### src/shared/scs_consts.svh
// Register offsets, field positions, reset values and counts of the clock select block
`ifndef SCS_CONSTS_SVH
`define SCS_CONSTS_SVH

// Register offsets (word index on the plain register port)
`define SCS_ADDR_CFG_ONE    3'h0
`define SCS_ADDR_CFG_TWO    3'h1
`define SCS_ADDR_DIV        3'h2
`define SCS_ADDR_RX_WIDTH   3'h3
`define SCS_ADDR_TX_WIDTH   3'h4
`define SCS_ADDR_RX_POS     3'h5
`define SCS_ADDR_TX_POS     3'h6
`define SCS_ADDR_STATUS     3'h7

// Field positions in channel_config_one
`define SCS_MODE_LSB        0
`define SCS_MODE_MSB        2

// Field positions in channel_config_two
`define SCS_BIT_TSS         0
`define SCS_BIT_TIO         1
`define SCS_BIT_RECEIVE_SHIFT_LSB        2
`define SCS_BIT_TRANSMIT_SHIFT_LSB        3
`define SCS_DIV_HI_LSB      4
`define SCS_DIV_HI_MSB      6

// Reset values
`define SCS_RST_REG         8'h00
`define SCS_RST_MODE        3'h0

// Divider and recovered clock counts
`define SCS_PLL_LAST        4'hf
`define SCS_BRG_ZERO        11'h000

// Pin index in the synchroniser vectors
`define SCS_PIN_RXC         0
`define SCS_PIN_TXC         1
`define SCS_PIN_AUX         2
`define SCS_PIN_OSC         3
`define SCS_PIN_CTS         4
`define SCS_PIN_RXS         5
`define SCS_PIN_TXS         6
`define SCS_PIN_COUNT       7

`endif

### src/shared/scs_pkg.sv
// Types of the serial channel clock select block
package scs_pkg;

  // Clocking modes as software encodes them
  typedef enum logic [2:0] {
    SCS_MODE_EXT          = 3'h0,
    SCS_MODE_STROBE       = 3'h1,
    SCS_MODE_PLL_RX       = 3'h2,
    SCS_MODE_PLL_BOTH     = 3'h3,
    SCS_MODE_OSC          = 3'h4,
    SCS_MODE_SLOT         = 3'h5,
    SCS_MODE_OSC_PLL_RX   = 3'h6,
    SCS_MODE_OSC_PLL_BOTH = 3'h7
  } scs_mode_type;

  // Clock ticks and gates handed to the serial channel
  typedef struct packed {
    logic rx_tick;
    logic tx_tick;
    logic sys_tick;
    logic rx_en;
    logic tx_en;
  } scs_clk_out_type;

  // State of one time-slot window
  typedef struct packed {
    logic [9:0] count;
    logic       armed;
    logic       open;
    logic [8:0] left;
  } scs_slot_type;

  // Whole state of the clock select top
  typedef struct packed {
    logic [6:0]      s1;
    logic [6:0]      s2;
    logic [6:0]      s3;
    scs_mode_type    mode;
    logic [7:0]      cfg_two;
    logic [7:0]      div_lo;
    logic [7:0]      rx_width;
    logic [7:0]      tx_width;
    logic [7:0]      rx_pos;
    logic [7:0]      tx_pos;
    logic [10:0]     brg_cnt;
    logic [3:0]      pll_cnt;
    logic            rx_gate;
    logic            tx_gate;
    logic            rts;
    logic            rts_hold;
    scs_clk_out_type clk_out;
    logic            txc_out;
    logic            txc_oe;
    logic [7:0]      rdata;
  } scs_state_type;

endpackage

### src/core/scs_clock_select.sv
// Per-channel clock source selection, divider, slot windows and clock pin control
//
// Function
// - Eight clock modes chosen by mode field
// - PLL reference from divider, factor 1..2048
// - System clock follows selected transmit clock
// - Direction bit makes transmit clock pin drive in modes 3, 4, 5 and 7, and in modes 2 and 6 only with divider/16 selected
// - Mode 0: separate external receive, transmit clocks
// - Mode 1: shared clock, strobes gate directions
// - Mode 2: PLL receive; transmit pin or divider/16
// - Mode 3: PLL clocks both directions, pin output
// - Mode 4: oscillator clocks both directions directly
// - Mode 5: frame sync, windows 1..256 bits
// - Slot position: 64 slots plus 0..7 shift
// - Window opens 1..512 periods after sync
// - Transmit pin low during transmit window
// - Request-to-send drops early at window end
// - Clear-to-send stops transmitter at once
// - Mode 6: as mode 2, oscillator feeds divider
// - Mode 7: as mode 3, oscillator feeds divider
// - Strobes enable or disable single windows
// - Divider output is sixteen times bit rate
//
// The strobed register port and the register addresses were left to the implementer.
`timescale 1ns/10ps
`include "scs_consts.svh"

module scs_clock_select (
  // Clock and reset
  input  wire logic                    clk,
  input  wire logic                    rst,
  // Register port
  input  wire logic [2:0]              reg_addr,
  input  wire logic [7:0]              reg_wdata,
  input  wire logic                    reg_wr,
  input  wire logic                    reg_rd,
  output logic [7:0]                   reg_rdata,
  // Clock and strobe pins
  input  wire logic                    rxc_pin,
  input  wire logic                    txc_pin_in,
  output logic                         txc_pin_out,
  output logic                         txc_pin_oe,
  input  wire logic                    aux_pin,
  input  wire logic                    osc_pin,
  input  wire logic                    rx_strobe_pin,
  input  wire logic                    tx_strobe_pin,
  input  wire logic                    cts_pin,
  // Transmitter handshake
  input  wire logic                    rts_request,
  input  wire logic                    flag_penult,
  output logic                         rts,
  // Clock ticks to the channel
  output scs_pkg::scs_clk_out_type     clk_out
);

  scs_pkg::scs_state_type q;
  scs_pkg::scs_state_type d;

  logic [6:0]  pins;
  logic [6:0]  rise;
  logic        rx_window;
  logic        rx_closing;
  logic        tx_window;
  logic        tx_closing;
  logic        slot_tick;
  logic        fsync;
  logic        brg_src;
  logic        brg_tick;
  logic        pll_tick;
  logic [10:0] brg_reload;
  logic [8:0]  rx_slot_pos;
  logic [8:0]  tx_slot_pos;

  // Divide factor 1, 2, 4, 6 .. 2048 from an 11-bit setting; settings above 1024 alias
  function automatic logic [10:0] brg_reload_of(input logic [10:0] setting);
    logic [11:0] twice;
    twice = {setting, 1'b0} - 12'h001;
    if (setting == `SCS_BRG_ZERO) begin
      brg_reload_of = `SCS_BRG_ZERO;
    end else begin
      brg_reload_of = twice[10:0];
    end
  endfunction

  // Modes whose divider runs from the crystal oscillator
  function automatic logic brg_from_osc(input scs_pkg::scs_mode_type m);
    brg_from_osc = (m == scs_pkg::SCS_MODE_OSC_PLL_RX) ||
                   (m == scs_pkg::SCS_MODE_OSC_PLL_BOTH);
  endfunction

  // Modes that use the divider and recovered clock
  function automatic logic uses_pll(input scs_pkg::scs_mode_type m);
    uses_pll = (m == scs_pkg::SCS_MODE_PLL_RX) || (m == scs_pkg::SCS_MODE_PLL_BOTH) ||
               (m == scs_pkg::SCS_MODE_OSC_PLL_RX) || (m == scs_pkg::SCS_MODE_OSC_PLL_BOTH);
  endfunction

  // Pins gathered for the synchroniser, in index order
  assign pins = {tx_strobe_pin, rx_strobe_pin, cts_pin, osc_pin, aux_pin, txc_pin_in, rxc_pin};

  // Rising edges come from the second and third stages only
  assign rise = q.s2 & ~q.s3;

  // Slot bit clock comes from the receive clock pin, frame sync from the aux pin in slot mode
  assign slot_tick = rise[`SCS_PIN_RXC];
  assign fsync     = rise[`SCS_PIN_AUX] && (q.mode == scs_pkg::SCS_MODE_SLOT);

  // Nine-bit slot position: slot and upper shift bits over the separate shift lsb
  assign rx_slot_pos = {q.rx_pos, q.cfg_two[`SCS_BIT_RECEIVE_SHIFT_LSB]};
  assign tx_slot_pos = {q.tx_pos, q.cfg_two[`SCS_BIT_TRANSMIT_SHIFT_LSB]};

  // Divider source and reload
  assign brg_src    = brg_from_osc(q.mode) ? rise[`SCS_PIN_OSC] : rise[`SCS_PIN_RXC];
  assign brg_reload = brg_reload_of({q.cfg_two[`SCS_DIV_HI_MSB:`SCS_DIV_HI_LSB], q.div_lo});
  assign brg_tick   = uses_pll(q.mode) && brg_src && (q.brg_cnt == `SCS_BRG_ZERO);
  // Phase tracking is outside this block: the recovered clock runs at its nominal rate
  assign pll_tick   = brg_tick && (q.pll_cnt == `SCS_PLL_LAST);

  // Receive window timer
  scs_slot_window u_rx_slot (
    .clk      (clk),
    .rst      (rst),
    .bit_tick (slot_tick),
    .fsync    (fsync),
    .pos      (rx_slot_pos),
    .width    (q.rx_width),
    .window   (rx_window),
    .closing  (rx_closing)
  );

  // Transmit window timer
  scs_slot_window u_tx_slot (
    .clk      (clk),
    .rst      (rst),
    .bit_tick (slot_tick),
    .fsync    (fsync),
    .pos      (tx_slot_pos),
    .width    (q.tx_width),
    .window   (tx_window),
    .closing  (tx_closing)
  );

  // Next state of the whole block
  always_comb begin
    d = q;

    // Two stages before any logic, third stage only for edge detection
    d.s1 = pins;
    d.s2 = q.s1;
    d.s3 = q.s2;

    // Register writes
    if (reg_wr) begin
      case (reg_addr)
        `SCS_ADDR_CFG_ONE: begin
          d.mode = scs_pkg::scs_mode_type'(reg_wdata[`SCS_MODE_MSB:`SCS_MODE_LSB]);
        end
        `SCS_ADDR_CFG_TWO: begin
          d.cfg_two = reg_wdata;
        end
        `SCS_ADDR_DIV: begin
          d.div_lo = reg_wdata;
        end
        `SCS_ADDR_RX_WIDTH: begin
          d.rx_width = reg_wdata;
        end
        `SCS_ADDR_TX_WIDTH: begin
          d.tx_width = reg_wdata;
        end
        `SCS_ADDR_RX_POS: begin
          d.rx_pos = reg_wdata;
        end
        `SCS_ADDR_TX_POS: begin
          d.tx_pos = reg_wdata;
        end
        default: begin
          d.rdata = q.rdata;                                // Status is read only
        end
      endcase
    end

    // Read data stand for exactly one cycle after the strobe
    d.rdata = `SCS_RST_REG;
    if (reg_rd) begin
      case (reg_addr)
        `SCS_ADDR_CFG_ONE:  d.rdata = {5'h00, q.mode};
        `SCS_ADDR_CFG_TWO:  d.rdata = q.cfg_two;
        `SCS_ADDR_DIV:      d.rdata = q.div_lo;
        `SCS_ADDR_RX_WIDTH: d.rdata = q.rx_width;
        `SCS_ADDR_TX_WIDTH: d.rdata = q.tx_width;
        `SCS_ADDR_RX_POS:   d.rdata = q.rx_pos;
        `SCS_ADDR_TX_POS:   d.rdata = q.tx_pos;
        `SCS_ADDR_STATUS:   d.rdata = {q.s2[`SCS_PIN_CTS], q.rts, tx_window, rx_window,
                                       q.txc_oe, q.mode};
        default:            d.rdata = `SCS_RST_REG;
      endcase
    end

    // Divider counts down on its source edge and reloads at zero
    if (uses_pll(q.mode) && brg_src) begin
      if (q.brg_cnt == `SCS_BRG_ZERO) begin
        d.brg_cnt = brg_reload;
      end else begin
        d.brg_cnt = q.brg_cnt - 11'h001;
      end
    end

    // Recovered clock and divider/16 share one sixteen-step counter
    if (brg_tick) begin
      d.pll_cnt = q.pll_cnt + 4'h1;
    end

    // Receive clock source by mode
    case (q.mode)
      scs_pkg::SCS_MODE_EXT,
      scs_pkg::SCS_MODE_STROBE,
      scs_pkg::SCS_MODE_SLOT: begin
        d.clk_out.rx_tick = rise[`SCS_PIN_RXC];
      end
      scs_pkg::SCS_MODE_OSC: begin
        d.clk_out.rx_tick = rise[`SCS_PIN_OSC];
      end
      default: begin
        d.clk_out.rx_tick = pll_tick;
      end
    endcase

    // Transmit clock source by mode
    case (q.mode)
      scs_pkg::SCS_MODE_EXT: begin
        d.clk_out.tx_tick = rise[`SCS_PIN_TXC];
      end
      scs_pkg::SCS_MODE_STROBE,
      scs_pkg::SCS_MODE_SLOT: begin
        d.clk_out.tx_tick = rise[`SCS_PIN_RXC];
      end
      scs_pkg::SCS_MODE_PLL_RX,
      scs_pkg::SCS_MODE_OSC_PLL_RX: begin
        // Divider/16 equals the nominal recovered clock here
        d.clk_out.tx_tick = q.cfg_two[`SCS_BIT_TSS] ? pll_tick
                                                    : rise[`SCS_PIN_TXC];
      end
      scs_pkg::SCS_MODE_PLL_BOTH,
      scs_pkg::SCS_MODE_OSC_PLL_BOTH: begin
        d.clk_out.tx_tick = pll_tick;
      end
      scs_pkg::SCS_MODE_OSC: begin
        d.clk_out.tx_tick = rise[`SCS_PIN_OSC];
      end
      default: begin
        d.clk_out.tx_tick = 1'b0;
      end
    endcase

    // No other clock feeds the channel's internal logic
    d.clk_out.sys_tick = d.clk_out.tx_tick;

    // Window strobes follow their pins between windows and freeze inside one
    if (!rx_window) begin
      d.rx_gate = q.s2[`SCS_PIN_RXS];
    end
    if (!tx_window) begin
      d.tx_gate = q.s2[`SCS_PIN_TXS];
    end

    // Direction gates by mode
    case (q.mode)
      scs_pkg::SCS_MODE_STROBE: begin
        d.clk_out.rx_en = q.s2[`SCS_PIN_AUX];
        d.clk_out.tx_en = q.s2[`SCS_PIN_TXC];
      end
      scs_pkg::SCS_MODE_SLOT: begin
        d.clk_out.rx_en = rx_window && d.rx_gate;
        // Clear-to-send is watched on every cycle inside a window; between windows the window alone holds the transmitter off
        d.clk_out.tx_en = tx_window && d.tx_gate && q.s2[`SCS_PIN_CTS];
      end
      default: begin
        d.clk_out.rx_en = 1'b1;
        d.clk_out.tx_en = 1'b1;
      end
    endcase

    // Transmit clock pin: drives only where the mode defines an output
    case (q.mode)
      scs_pkg::SCS_MODE_PLL_RX,
      scs_pkg::SCS_MODE_OSC_PLL_RX: begin
        d.txc_oe  = q.cfg_two[`SCS_BIT_TIO] && q.cfg_two[`SCS_BIT_TSS];
        d.txc_out = d.clk_out.tx_tick;
      end
      scs_pkg::SCS_MODE_PLL_BOTH,
      scs_pkg::SCS_MODE_OSC_PLL_BOTH,
      scs_pkg::SCS_MODE_OSC: begin
        d.txc_oe  = q.cfg_two[`SCS_BIT_TIO];
        d.txc_out = d.clk_out.tx_tick;
      end
      scs_pkg::SCS_MODE_SLOT: begin
        d.txc_oe  = q.cfg_two[`SCS_BIT_TIO];
        d.txc_out = !tx_window;
      end
      default: begin
        // Pin is an input in these modes, so it never fights the outside clock
        d.txc_oe  = 1'b0;
        d.txc_out = 1'b0;
      end
    endcase

    // Request-to-send; in slot mode it drops after the second-last flag bit
    // when that bit closes a window, and stays down until the request ends
    if (!rts_request) begin
      d.rts      = 1'b0;
      d.rts_hold = 1'b0;
    end else if ((q.mode == scs_pkg::SCS_MODE_SLOT) && slot_tick && tx_closing &&
                 flag_penult) begin
      d.rts      = 1'b0;
      d.rts_hold = 1'b1;
    end else begin
      d.rts      = !q.rts_hold;
    end
  end

  // State register
  always_ff @(posedge clk or posedge rst) begin
    if (rst) begin
      q         <= '0;
      q.mode    <= scs_pkg::scs_mode_type'(`SCS_RST_MODE);
      q.cfg_two <= `SCS_RST_REG;
    end else begin
      q <= d;
    end
  end

  // Outputs straight from the state register
  assign reg_rdata   = q.rdata;
  assign txc_pin_out = q.txc_out;
  assign txc_pin_oe  = q.txc_oe;
  assign rts         = q.rts;
  assign clk_out     = q.clk_out;

endmodule // scs_clock_select

### src/core/scs_slot_window.sv
// Time-slot window timer measured in bit periods from the frame sync
`timescale 1ns/10ps
`include "scs_consts.svh"

module scs_slot_window (
  // Clock and reset
  input  wire logic       clk,
  input  wire logic       rst,
  // Timing
  input  wire logic       bit_tick,
  input  wire logic       fsync,
  // Programming
  input  wire logic [8:0] pos,
  input  wire logic [7:0] width,
  // Window
  output logic            window,
  output logic            closing
);

  scs_pkg::scs_slot_type q;
  scs_pkg::scs_slot_type d;

  // Count bit periods, open after pos+1 of them, hold open width+1 of them
  always_comb begin
    d = q;
    if (fsync) begin
      d.count = 10'h000;
      d.armed = 1'b1;
      d.open  = 1'b0;
    end else if (bit_tick) begin
      if (q.open) begin
        d.left = q.left - 9'h001;
        if (q.left == 9'h001) begin
          d.open = 1'b0;
        end
      end
      if (q.armed) begin
        d.count = q.count + 10'h001;
        if (d.count == ({1'b0, pos} + 10'h001)) begin
          d.open  = 1'b1;
          d.left  = {1'b0, width} + 9'h001;
          d.armed = 1'b0;
        end
      end
    end
  end

  // State register
  always_ff @(posedge clk or posedge rst) begin
    if (rst) begin
      q <= '0;
    end else begin
      q <= d;
    end
  end

  assign window  = q.open;
  assign closing = q.open && (q.left == 9'h001);             // Last bit of the window

endmodule // scs_slot_window

### config.mk
export PLATFORM = sky130hd
export DESIGN_NAME = scs_clock_select
export DESIGN_NICKNAME = d
export VERILOG_FILES = /design/src/shared/scs_pkg.sv /design/src/core/scs_clock_select.sv /design/src/core/scs_slot_window.sv
export VERILOG_INCLUDE_DIRS = /design/src /design/src/shared
export SDC_FILE = /design/constraint.sdc
export NUM_CORES = 1
export LEC_CHECK = 0
export ABC_AREA = 1
export BUFFER_PORTS_ARGS = -buffer_cell sky130_fd_sc_hd__buf_2
export CAP_MARGIN = 40
export CORE_MARGIN = 2
export CORE_UTILIZATION = 28
export CTS_CLUSTER_SIZE = 12
export DETAILED_ROUTE_END_ITERATION = 6
export GPL_TIMING_DRIVEN = 0
export PLACE_DENSITY = 0.49
export SLEW_MARGIN = 20
export SYNTH_ARGS = -nofsm -noshare
export SYNTH_HDL_FRONTEND = slang
export SYNTH_SLANG_ARGS = --single-unit
### constraint.sdc
create_clock -name clk -period 7 [get_ports clk]
set_input_delay 0.7 -clock clk [delete_from_list [all_inputs] [get_ports clk]]
set_output_delay 0.7 -clock clk [all_outputs]
set_load 0.005 [all_outputs]
# == Word-level counts from Yosys, hierarchy flattened ==
# Cells that the tools add are included.
# op_classes
addsub,11
eq_ne,20
n_mux,27
bitwise,3
reduce_logical,40
# ops
cell,count
two-way mux 21 bit,4
one-hot mux 8 bit (8 select lines),1
two-way mux 11 bit,4
"== test 3 bit, second input constant",8
two-way mux 12 bit,2
logical NOT 11 bit,2
"subtractor 11 x 1 -> 11 bit, second input constant",2
"adder 10 x 1 -> 10 bit, second input constant",2
"adder 9 x 1 -> 10 bit, second input constant",2
== test 10 bit,2
two-way mux 10 bit,2
AND reduction 2 bit,10
"adder 8 x 1 -> 9 bit, second input constant",2
"== test 9 x 1 -> 1 bit, second input constant",2
"subtractor 9 x 1 -> 9 bit, second input constant",2
"== test 3 x 2 -> 1 bit, second input constant",4
logical AND 1 bit,12
two-way mux 1 bit,8
two-way mux 8 bit,1
"== test 3 x 1 -> 1 bit, second input constant",2
logical NOT 3 bit,2
one-hot mux 2 bit (3 select lines),1
nonzero test 2 bit,3
OR reduction 2 bit,3
other kinds (13),18
# totals
ff_bits,144
in_bits,24

# == Logic depth before layout (Yosys ltp) ==
# Gate-level depths: netlist (run 1).
# logic_depth
ltp_word,10
depth_mapped,16

# == Modules after synthesis ==
# From an unflattened synthesis (run 1), not the netlist that was laid out.
# hier_totals
hier_cells,1191
area_unflattened_um2,8572.0
# by_module_without_submodules
mod,n_inst,cells_each,area_each_um2,seq_area_each_um2
scs_clock_select,1,557,4730.8,2552.4
scs_slot_window,2,317,1920.6,525.5

# == Worst setup path after synthesis (run 1) ==
# Ideal clock, no wire load.
# synth_path
path_type,register to register
start,register q[23] (netlist name)
end,register q[20] (netlist name)
setup_time_ns,0.125
t_arrival_ns,1.717
required_time_ns,6.875
slack_ns,5.158
path_stages_with_launch,10
period_less_slack_ns,1.842
path_cell_list,dfrtp_1 > inv_1 > ha_1 > nand2_1 > nor2_1 > nand2_1 > nor2_1 > nand4_1 > nor2_2 > mux2_2
# synth_between
elab_chain_cells,2
# synth_rtl
element,line,source
from (decl),scs_clock_select.sv:56,scs_pkg::scs_state_type q;
logical NOT 11 bit (no line),n/a,
logical AND 1 bit,scs_clock_select.sv:114,assign brg_tick = uses_pll(q.mode) && brg_src && (q.brg_cnt == `SCS_BRG_ZERO);
# Every way passes these cells.
# A chain may end at the register's enable or synchronous reset.

# == Final worst setup path (run 1) ==
# layout_path
start,register q[83] (netlist name)
end,register u_rx_slot.q[2] (netlist name)
# layout_between
elab_chain_cells,4
# layout_rtl
element,line,source
== test 3 bit,scs_clock_select.sv:105,assign fsync = rise[`SCS_PIN_AUX] && (q.mode == scs_pkg::SCS_MODE_SLOT);
logical AND 1 bit,scs_clock_select.sv:105,
NOT 1 bit (no line),n/a,
AND reduction 2 bit (no line),n/a,
to (signal assigned),scs_slot_window.sv:51,q <= '0;
to (signal assigned),scs_slot_window.sv:53,q <= d;
to (decl),scs_slot_window.sv:20,scs_pkg::scs_slot_type q;
# Every way passes these cells.

==> results.cfg, run 1 <==
[status]
outcome = complete, no violations

[synthesis]
synth.top_cells.by_count = 332 x sky130_fd_sc_hd__nand2_1, 153 x sky130_fd_sc_hd__inv_1, 144 x sky130_fd_sc_hd__dfrtp_1, 85 x sky130_fd_sc_hd__o21ai_0, 77 x sky130_fd_sc_hd__nand3_1
yosys_warns = 0
synth-seq-area-share = 0.431
synth-main-ff-cell = sky130_fd_sc_hd__dfrtp_1
post_synth_instance_area_um2 = 8360
synthesis.nets = 1146
yosys.area.top_type = sky130_fd_sc_hd__dfrtp_1
ys_async_sr_fraction = 1.00
yosys.cell_types.count = 45
netlist.area_leader.share = 0.431
yosys.cell_count.top_type = sky130_fd_sc_hd__nand2_1
synth_top_cells_by_area = sky130_fd_sc_hd__dfrtp_1 43%, sky130_fd_sc_hd__nand2_1 15%, sky130_fd_sc_hd__inv_1 6.9%, sky130_fd_sc_hd__o21ai_0 5.1%, sky130_fd_sc_hd__nand3_1 4.6%
syn_area_per_cell_um2 = 7.56
postSynthCellCount = 1105
ys_seq_elements = 144
post_synth_edffs = 0

[min_path]
min-delay-path-class = in2async

[timing]
report.final.slew_viol_count = 0
final_hold_viol_count = 0
finalSetupTns_ns = 0
finalSetupViolCount = 0
final_critical_path_setup_slack_ns = 4.41
slew_limit_headroom = 0.459
grt_setup_unrepaired = no
worst_slew_pin_slew_ns = 0.806
achievable-frequency_mhz = 386
final.period_utilization = 0.370
layout_min_cycle_time_ns = 2.59
finalClockSkew_ns = 0.0112

[pwr]
power.leakage_uw = 0.00476
vdd_drop_max_mv = 0.131
power_density_nw_per_um2 = 307

[setup_path]
crit_path_start_kind = flip-flop
path_buf_inv = 3
crit_path_cell_trace = inv_1 -> ha_1 -> nand2_1 -> nor3_1 -> nor2_1 -> inv_1 -> nor2_1 -> inv_1 -> nand2_1 -> nand2_1 -> nand2_1
cpPeakStageDelay_ns = 0.46
required_ns = 7.32
depth_of_the_most_critical_reg_to_reg_path = 11
end_kind = flip-flop
timing.critical_path.arrival_ns = 2.91
timing.rr.start = q[83]$_DFFE_PP0P_
cp_common_cell = sky130_fd_sc_hd__nand2_1
setup.worst_path.class = reg2reg
worst-path-max-fanout = 8
worst_path_max_delay_cell = sky130_fd_sc_hd__nor3_1
critical_path.reg2reg.endpoint = u_rx_slot.q[2]$_DFFE_PP0P_
r2r_slack_ns = 4.41
dominant_delay_contributor_by_cell_family_on_the_critical_path = simple AND/OR/NAND/NOR gates

[finish]
final_util = 0.327
nFillCells = 3187
layout.nets = 1206
finalNonFillerCells = 1568
layout-area-overhead-vs-synth_pct = 15.5
drive_above_1_share = 0.109

[clock_network]
cts.sinks = 144
htree_num_levels = 4
clock_tree.root_cell = sky130_fd_sc_hd__clkbuf_16
tritoncts = yes
cts_inserted_buffers = 17
cts_buffer_depth = 2
postCtsSetupRepairBufs = 0
post_cts_resized = 0
worst_skew_pair.late_latency_ns = 0.43
holdBufCountCts = 0
cts.clk_slew.worst_paths_ns = 0.07

[global_routing]
grt_pass1_wl_um = 37800
grt_usage = 0.156
antenna_violations_before_repair = 1
first_global_vias = 7004
globalRoute.totalOverflow = 0
maximum_number_of_pins_on_one_net_before_global_route_repair = 81

[die]
fp-row-count = 63
die_h_um = 177
io_pins = 40
die_area_um2 = 31200
start_util = 0.284
dieWidth_um = 177
fp.coreArea_um2 = 29500

[route]
vias = 7321
drt_via_density = 4.67
initialDrtViolationCount = 550
wl_cell_um = 14.9
ant_nets = 0
drtPass1Iterations = 7
final_routed_drc_violation_total = 0
finalWirelength_um = 23300

[place]
post-place-cells = 1536
placement.io_buffers = 39
hpwlAfterDp_um = 17500
dp_slack_ns = 4.44
gp_congestion = 0.860

[job]
max-cap-violations = 0
-- layout make-up --
type | instances | area (µm²) | share of cell area
Multi-Input combinational cell | 771 | 3960 | 0.411
Sequential cell | 144 | 3600 | 0.373
Inverter | 156 | 593 | 0.0614
Tap cell | 390 | 488 | 0.0506
Clock buffer | 18 | 439 | 0.0455
Timing Repair Buffer | 41 | 230 | 0.0238
Buffer | 34 | 205 | 0.0213
Clock inverter | 13 | 128 | 0.0132
Antenna cell | 1 | 2.50 | 0.000259
-- cell families (layout without fill, tap and decap cells) --
family | count (synthesis) | after routing | share of synthesized area
multiplexers | 1 | 1 | 0.00135
buffers and inverters | 190 | 262 | 0.0946
flip-flops | 144 | 144 | 0.431
AO/OA/AOI/OAI | 159 | 159 | 0.111
adder cells (fa/ha/maj) | 17 | 17 | 0.0254
XOR/XNOR | 46 | 46 | 0.0482
other | 0 | 1 | 0
AND/OR/NAND/NOR | 548 | 548 | 0.288
-- cells in the final DEF, fill, tap and decap left out, types with 4 or more instances in the layout --
cell type	n
sky130_fd_sc_hd__nand3_1	77
sky130_fd_sc_hd__nor3_1	17
sky130_fd_sc_hd__nand2_2	6
sky130_fd_sc_hd__xnor2_1	15
sky130_fd_sc_hd__a21oi_1	14
sky130_fd_sc_hd__a31oi_1	4
sky130_fd_sc_hd__o22ai_1	26
sky130_fd_sc_hd__nor2_1	58
sky130_fd_sc_hd__o21ai_1	4
sky130_fd_sc_hd__buf_4	16
sky130_fd_sc_hd__buf_2	44
sky130_fd_sc_hd__clkbuf_1	12
sky130_fd_sc_hd__dfrtp_1	144
sky130_fd_sc_hd__nand4_1	29
sky130_fd_sc_hd__nand2_1	332
sky130_fd_sc_hd__ha_1	17
sky130_fd_sc_hd__inv_6	6
sky130_fd_sc_hd__xor2_1	31
sky130_fd_sc_hd__o31ai_1	4
sky130_fd_sc_hd__o21ai_0	85
sky130_fd_sc_hd__nor4_1	5
sky130_fd_sc_hd__inv_1	152
sky130_fd_sc_hd__nand3_2	4
sky130_fd_sc_hd__a221oi_1	5
sky130_fd_sc_hd__nor2_2	6
sky130_fd_sc_hd__clkbuf_16	17
sky130_fd_sc_hd__nor2_4	7
-- worst reg2reg max path: cells and delay by family (launching register included) --
family / cells / cell delay, ns
adders and majority gates: 1 / 0.27
buffers and inverters: 3 / 0.67
DFF: 1 / 0.42
and+or+nand+nor: 7 / 1.13
-- power by group --
group	internal [µW]	total (µW)	switching, µW	leakage, µW
clock	503	893	390	0.000271
combinational	345	888	542	0.00265
sequential	1000	1180	181	0.00184
total	1850	2960	1110	0.00476
-- sequential cells by signal, indices dropped and copies added (netlist names) --
| name | cells |
|---|---|
| u_rx_slot.window | 1 |
| reg_rdata | 8 |
| q | 73 |
| d | 14 |
| u_tx_slot.q | 20 |
| rts | 1 |
| clk_out | 4 |
| txc_pin_out | 1 |
| u_tx_slot.window | 1 |
| u_rx_slot.q | 20 |
| txc_pin_oe | 1 |
-- per-stage QoR --
step	power (µW)	hold WS [ns]	area (µm²)
6_report	2960	0.307	9650
5_1_grt	3190	0.343	9650
4_1_cts	2990	0.335	9650
3_5_place_dp	2080	0.335	9080
3_3_place_gp	2070	0.333	9040
2_1_floorplan	1820	0.331	8360
-- metal layers --
metal  vias to the layer above  global-route usage  wire (µm)
li1                       3722                   -          -
met1                      3427               0.211      11200
met2                       139               0.248      10800
met3                        33              0.0309        889
met4                         0              0.0517        525
met5                         -                   0          0
-- worst max path at each step --
stage | start | end | depth (start not counted)
global placement | rst | d[90]$_DFF_PP0_ | 2
floorplan | rst | clk_out[0]$_DFF_PP0_ | 1
finish | q[83]$_DFFE_PP0P_ | u_rx_slot.q[2]$_DFFE_PP0P_ | 11
CTS | q[83]$_DFFE_PP0P_ | u_rx_slot.q[2]$_DFFE_PP0P_ | 11
detailed placement | q[83]$_DFFE_PP0P_ | u_rx_slot.q[2]$_DFFE_PP0P_ | 11
global route | q[83]$_DFFE_PP0P_ | u_rx_slot.q[2]$_DFFE_PP0P_ | 11
Note: power is estimated with default switching activity, not from simulation.
==> run 2, diff against run 1 <==
==> constraint.sdc (replaced) <==
create_clock -name clk -period 2.5 [get_ports clk]
set_input_delay 0.25 -clock clk [delete_from_list [all_inputs] [get_ports clk]]
set_output_delay 0.25 -clock clk [all_outputs]
set_load 0.005 [all_outputs]
==> results.cfg, run 2 (synthesis gave the netlist of run 1 again) <==
[status]
outcome = complete, no violations

[setup_path]
dominant_delay_contributor_by_cell_family_on_the_critical_path = buffers and inverters
worst_path_max_delay_cell = sky130_fd_sc_hd__dfrtp_1
end_kind = flip-flop
required_ns = 2.86
timing.rr.start = q[83]$_DFFE_PP0P_
crit_path_start_kind = flip-flop
path_buf_inv = 4
setup.worst_path.class = reg2reg
cp_common_cell = sky130_fd_sc_hd__nand2_1
critical_path_cell_count = 10
worstSetupStartpoint = q[83]$_DFFE_PP0P_
depth_of_the_most_critical_reg_to_reg_path = 10
timing.critical_path.arrival_ns = 2.62
worst-path-max-fanout = 10
crit_path_cell_trace = inv_1 -> ha_1 -> nand2_1 -> nor3_4 -> nor2_1 -> inv_1 -> buf_2 -> buf_2 -> nand2_1 -> nand2_1
cpPeakStageDelay_ns = 0.41

[die]
io_pins = 40
fp-row-count = 63
die_area_um2 = 31200
dieWidth_um = 177
die_h_um = 177
start_util = 0.284
fp.coreArea_um2 = 29500

[finish]
biggestRegsByFlops = q: 73 flops, u_rx_slot.q: 20 flops, u_tx_slot.q: 20 flops
layout.nets = 1218
layout-area-overhead-vs-synth_pct = 18.1
multi_input_area_um2 = 3990
layout.cells.most_common = sky130_fd_sc_hd__nand2_1
layout.cells.most_common_list = 332 x sky130_fd_sc_hd__nand2_1, 151 x sky130_fd_sc_hd__inv_1, 143 x sky130_fd_sc_hd__dfrtp_1
max_reg_flops = 73
num_antenna_cells = 0
regArea_um2 = 3600
drive_above_1_share = 0.116
largest-register = q
nFillCells = 3122
final_util = 0.335

[clock_network]
clock_tree.root_cell = sky130_fd_sc_hd__clkbuf_16
cts_buffer_depth = 2
cts_inserted_buffers = 17
worst_skew_pair.late_latency_ns = 0.42
cts.sinks = 144
tritoncts = yes
htree_num_levels = 4
postCtsSetupRepairBufs = 0
cts.clk_slew.worst_paths_ns = 0.07

[place]
hpwlAfterDp_um = 17900
placement.io_buffers = 39
gp_congestion = 0.859

[global_routing]
maximum_number_of_pins_on_one_net_before_global_route_repair = 32
antenna_violations_before_repair = 0
globalRoute.totalOverflow = 0
grt_pass1_wl_um = 37800
grt_usage = 0.156
first_global_vias = 7017

[pwr]
swShare = 0.367
share_seq_of_total_power = 0.389
power.switching_uw = 3120
power.clock.fraction = 0.315
comb_power_share = 0.295
p_int_uw = 5380
power_density_nw_per_um2 = 862
vdd_drop_max_mv = 0.385
power.leakage_uw = 0.00485

[timing]
finalClockSkew_ns = 0.0107
finalSetupViolCount = 0
finalSetupTns_ns = 0
final_hold_viol_count = 0
slew_limit_headroom = 0.474
worst_slew_pin_slew_ns = 0.784
report.final.slew_viol_count = 0
layout_min_cycle_time_ns = 2.26
achievable-frequency_mhz = 442
grt_setup_unrepaired = no
final.period_utilization = 0.905

[route]
wl_cell_um = 14.8
finalWirelength_um = 23400
initialDrtViolationCount = 506
ant_nets = 0
drt_via_density = 4.58
drtPass1Iterations = 5
final_routed_drc_violation_total = 0
vias = 7235

[min_path]
source_of_the_worst_hold_timing_path = rts_request
worst_hold_path.num_cells = 3
min-delay-path-class = in2reg

[job]
max-cap-violations = 0
-- run 2: repair_timing --
item / 4_1_cts / 5_1_grt
endpoints found under the hold margin: 19 / 0
setup endpoints to repair: 24 / 33
resized for setup: 1 / 9
hold buffers: 8 / 0
gates cloned: 0 / 0
-- run 2: area by class of cell --
type / instances / area share
multi-input combinational: 771 / 0.404
sequential: 144 / 0.365
inverter: 156 / 0.0597
tap: 390 / 0.0494
clock buffer: 18 / 0.0435
timing repair buffer: 53 / 0.0395
buffer: 34 / 0.0208
clock inverter: 14 / 0.0183
-- run 2: worst paths after layout --
kind	end	slack, ns
hold / removal	q[15]$_DFFE_PP0P_	0.06
hold reg to reg	d[90]$_DFF_PP0_	0.35
min in group asynchronous	q[25]$_DFFE_PP0N_	0.41
setup / recovery	u_tx_slot.q[2]$_DFFE_PP0P_	0.24
max in group asynchronous	u_rx_slot.q[6]$_DFFE_PP0P_	1.36
setup reg to reg	u_tx_slot.q[2]$_DFFE_PP0P_	0.24
-- run 2: stage by stage --
step           cells  setup slack (ns)  hold slack, ns  area (µm²)  power (µW)
2_1_floorplan   1105             0.445           0.281        8360        5110
3_5_place_dp    1540           -0.0781           0.307        9160        5850
5_1_grt         1580           0.00340          0.0578        9870        9140
6_report        1580             0.237          0.0601        9870        8510
3_3_place_gp    1534            -0.703           0.333        9040        5790
4_1_cts         1580            0.0141          0.0452        9850        8580
-- run 2: layer usage --
layer,part of all wire,vias to the layer above,GRT usage,routed length (µm)
met1,0.48,3376,0.210,11300
met4,0.019,0,0.0465,435
met2,0.47,104,0.256,11000
met5,0,-,0,0
met3,0.025,24,0.0279,587
li1,-,3731,-,-
-- run 2: power by group through the flow --
stage | Combinational, µW | Clock (µW) | Sequential, µW
3_3_place_gp | 2450 | 0 | 3340
6_report | 2510 | 2680 | 3310
4_1_cts | 2530 | 2740 | 3300
2_1_floorplan | 1910 | 0 | 3200
5_1_grt | 2920 | 2840 | 3380
3_5_place_dp | 2510 | 0 | 3340
-- run 2: tightest hold or removal path, stage by stage --
cell and delay [ns]:
sky130_fd_sc_hd__buf_2 0.10, sky130_fd_sc_hd__inv_1 0.06, sky130_fd_sc_hd__nor2_1 0.04
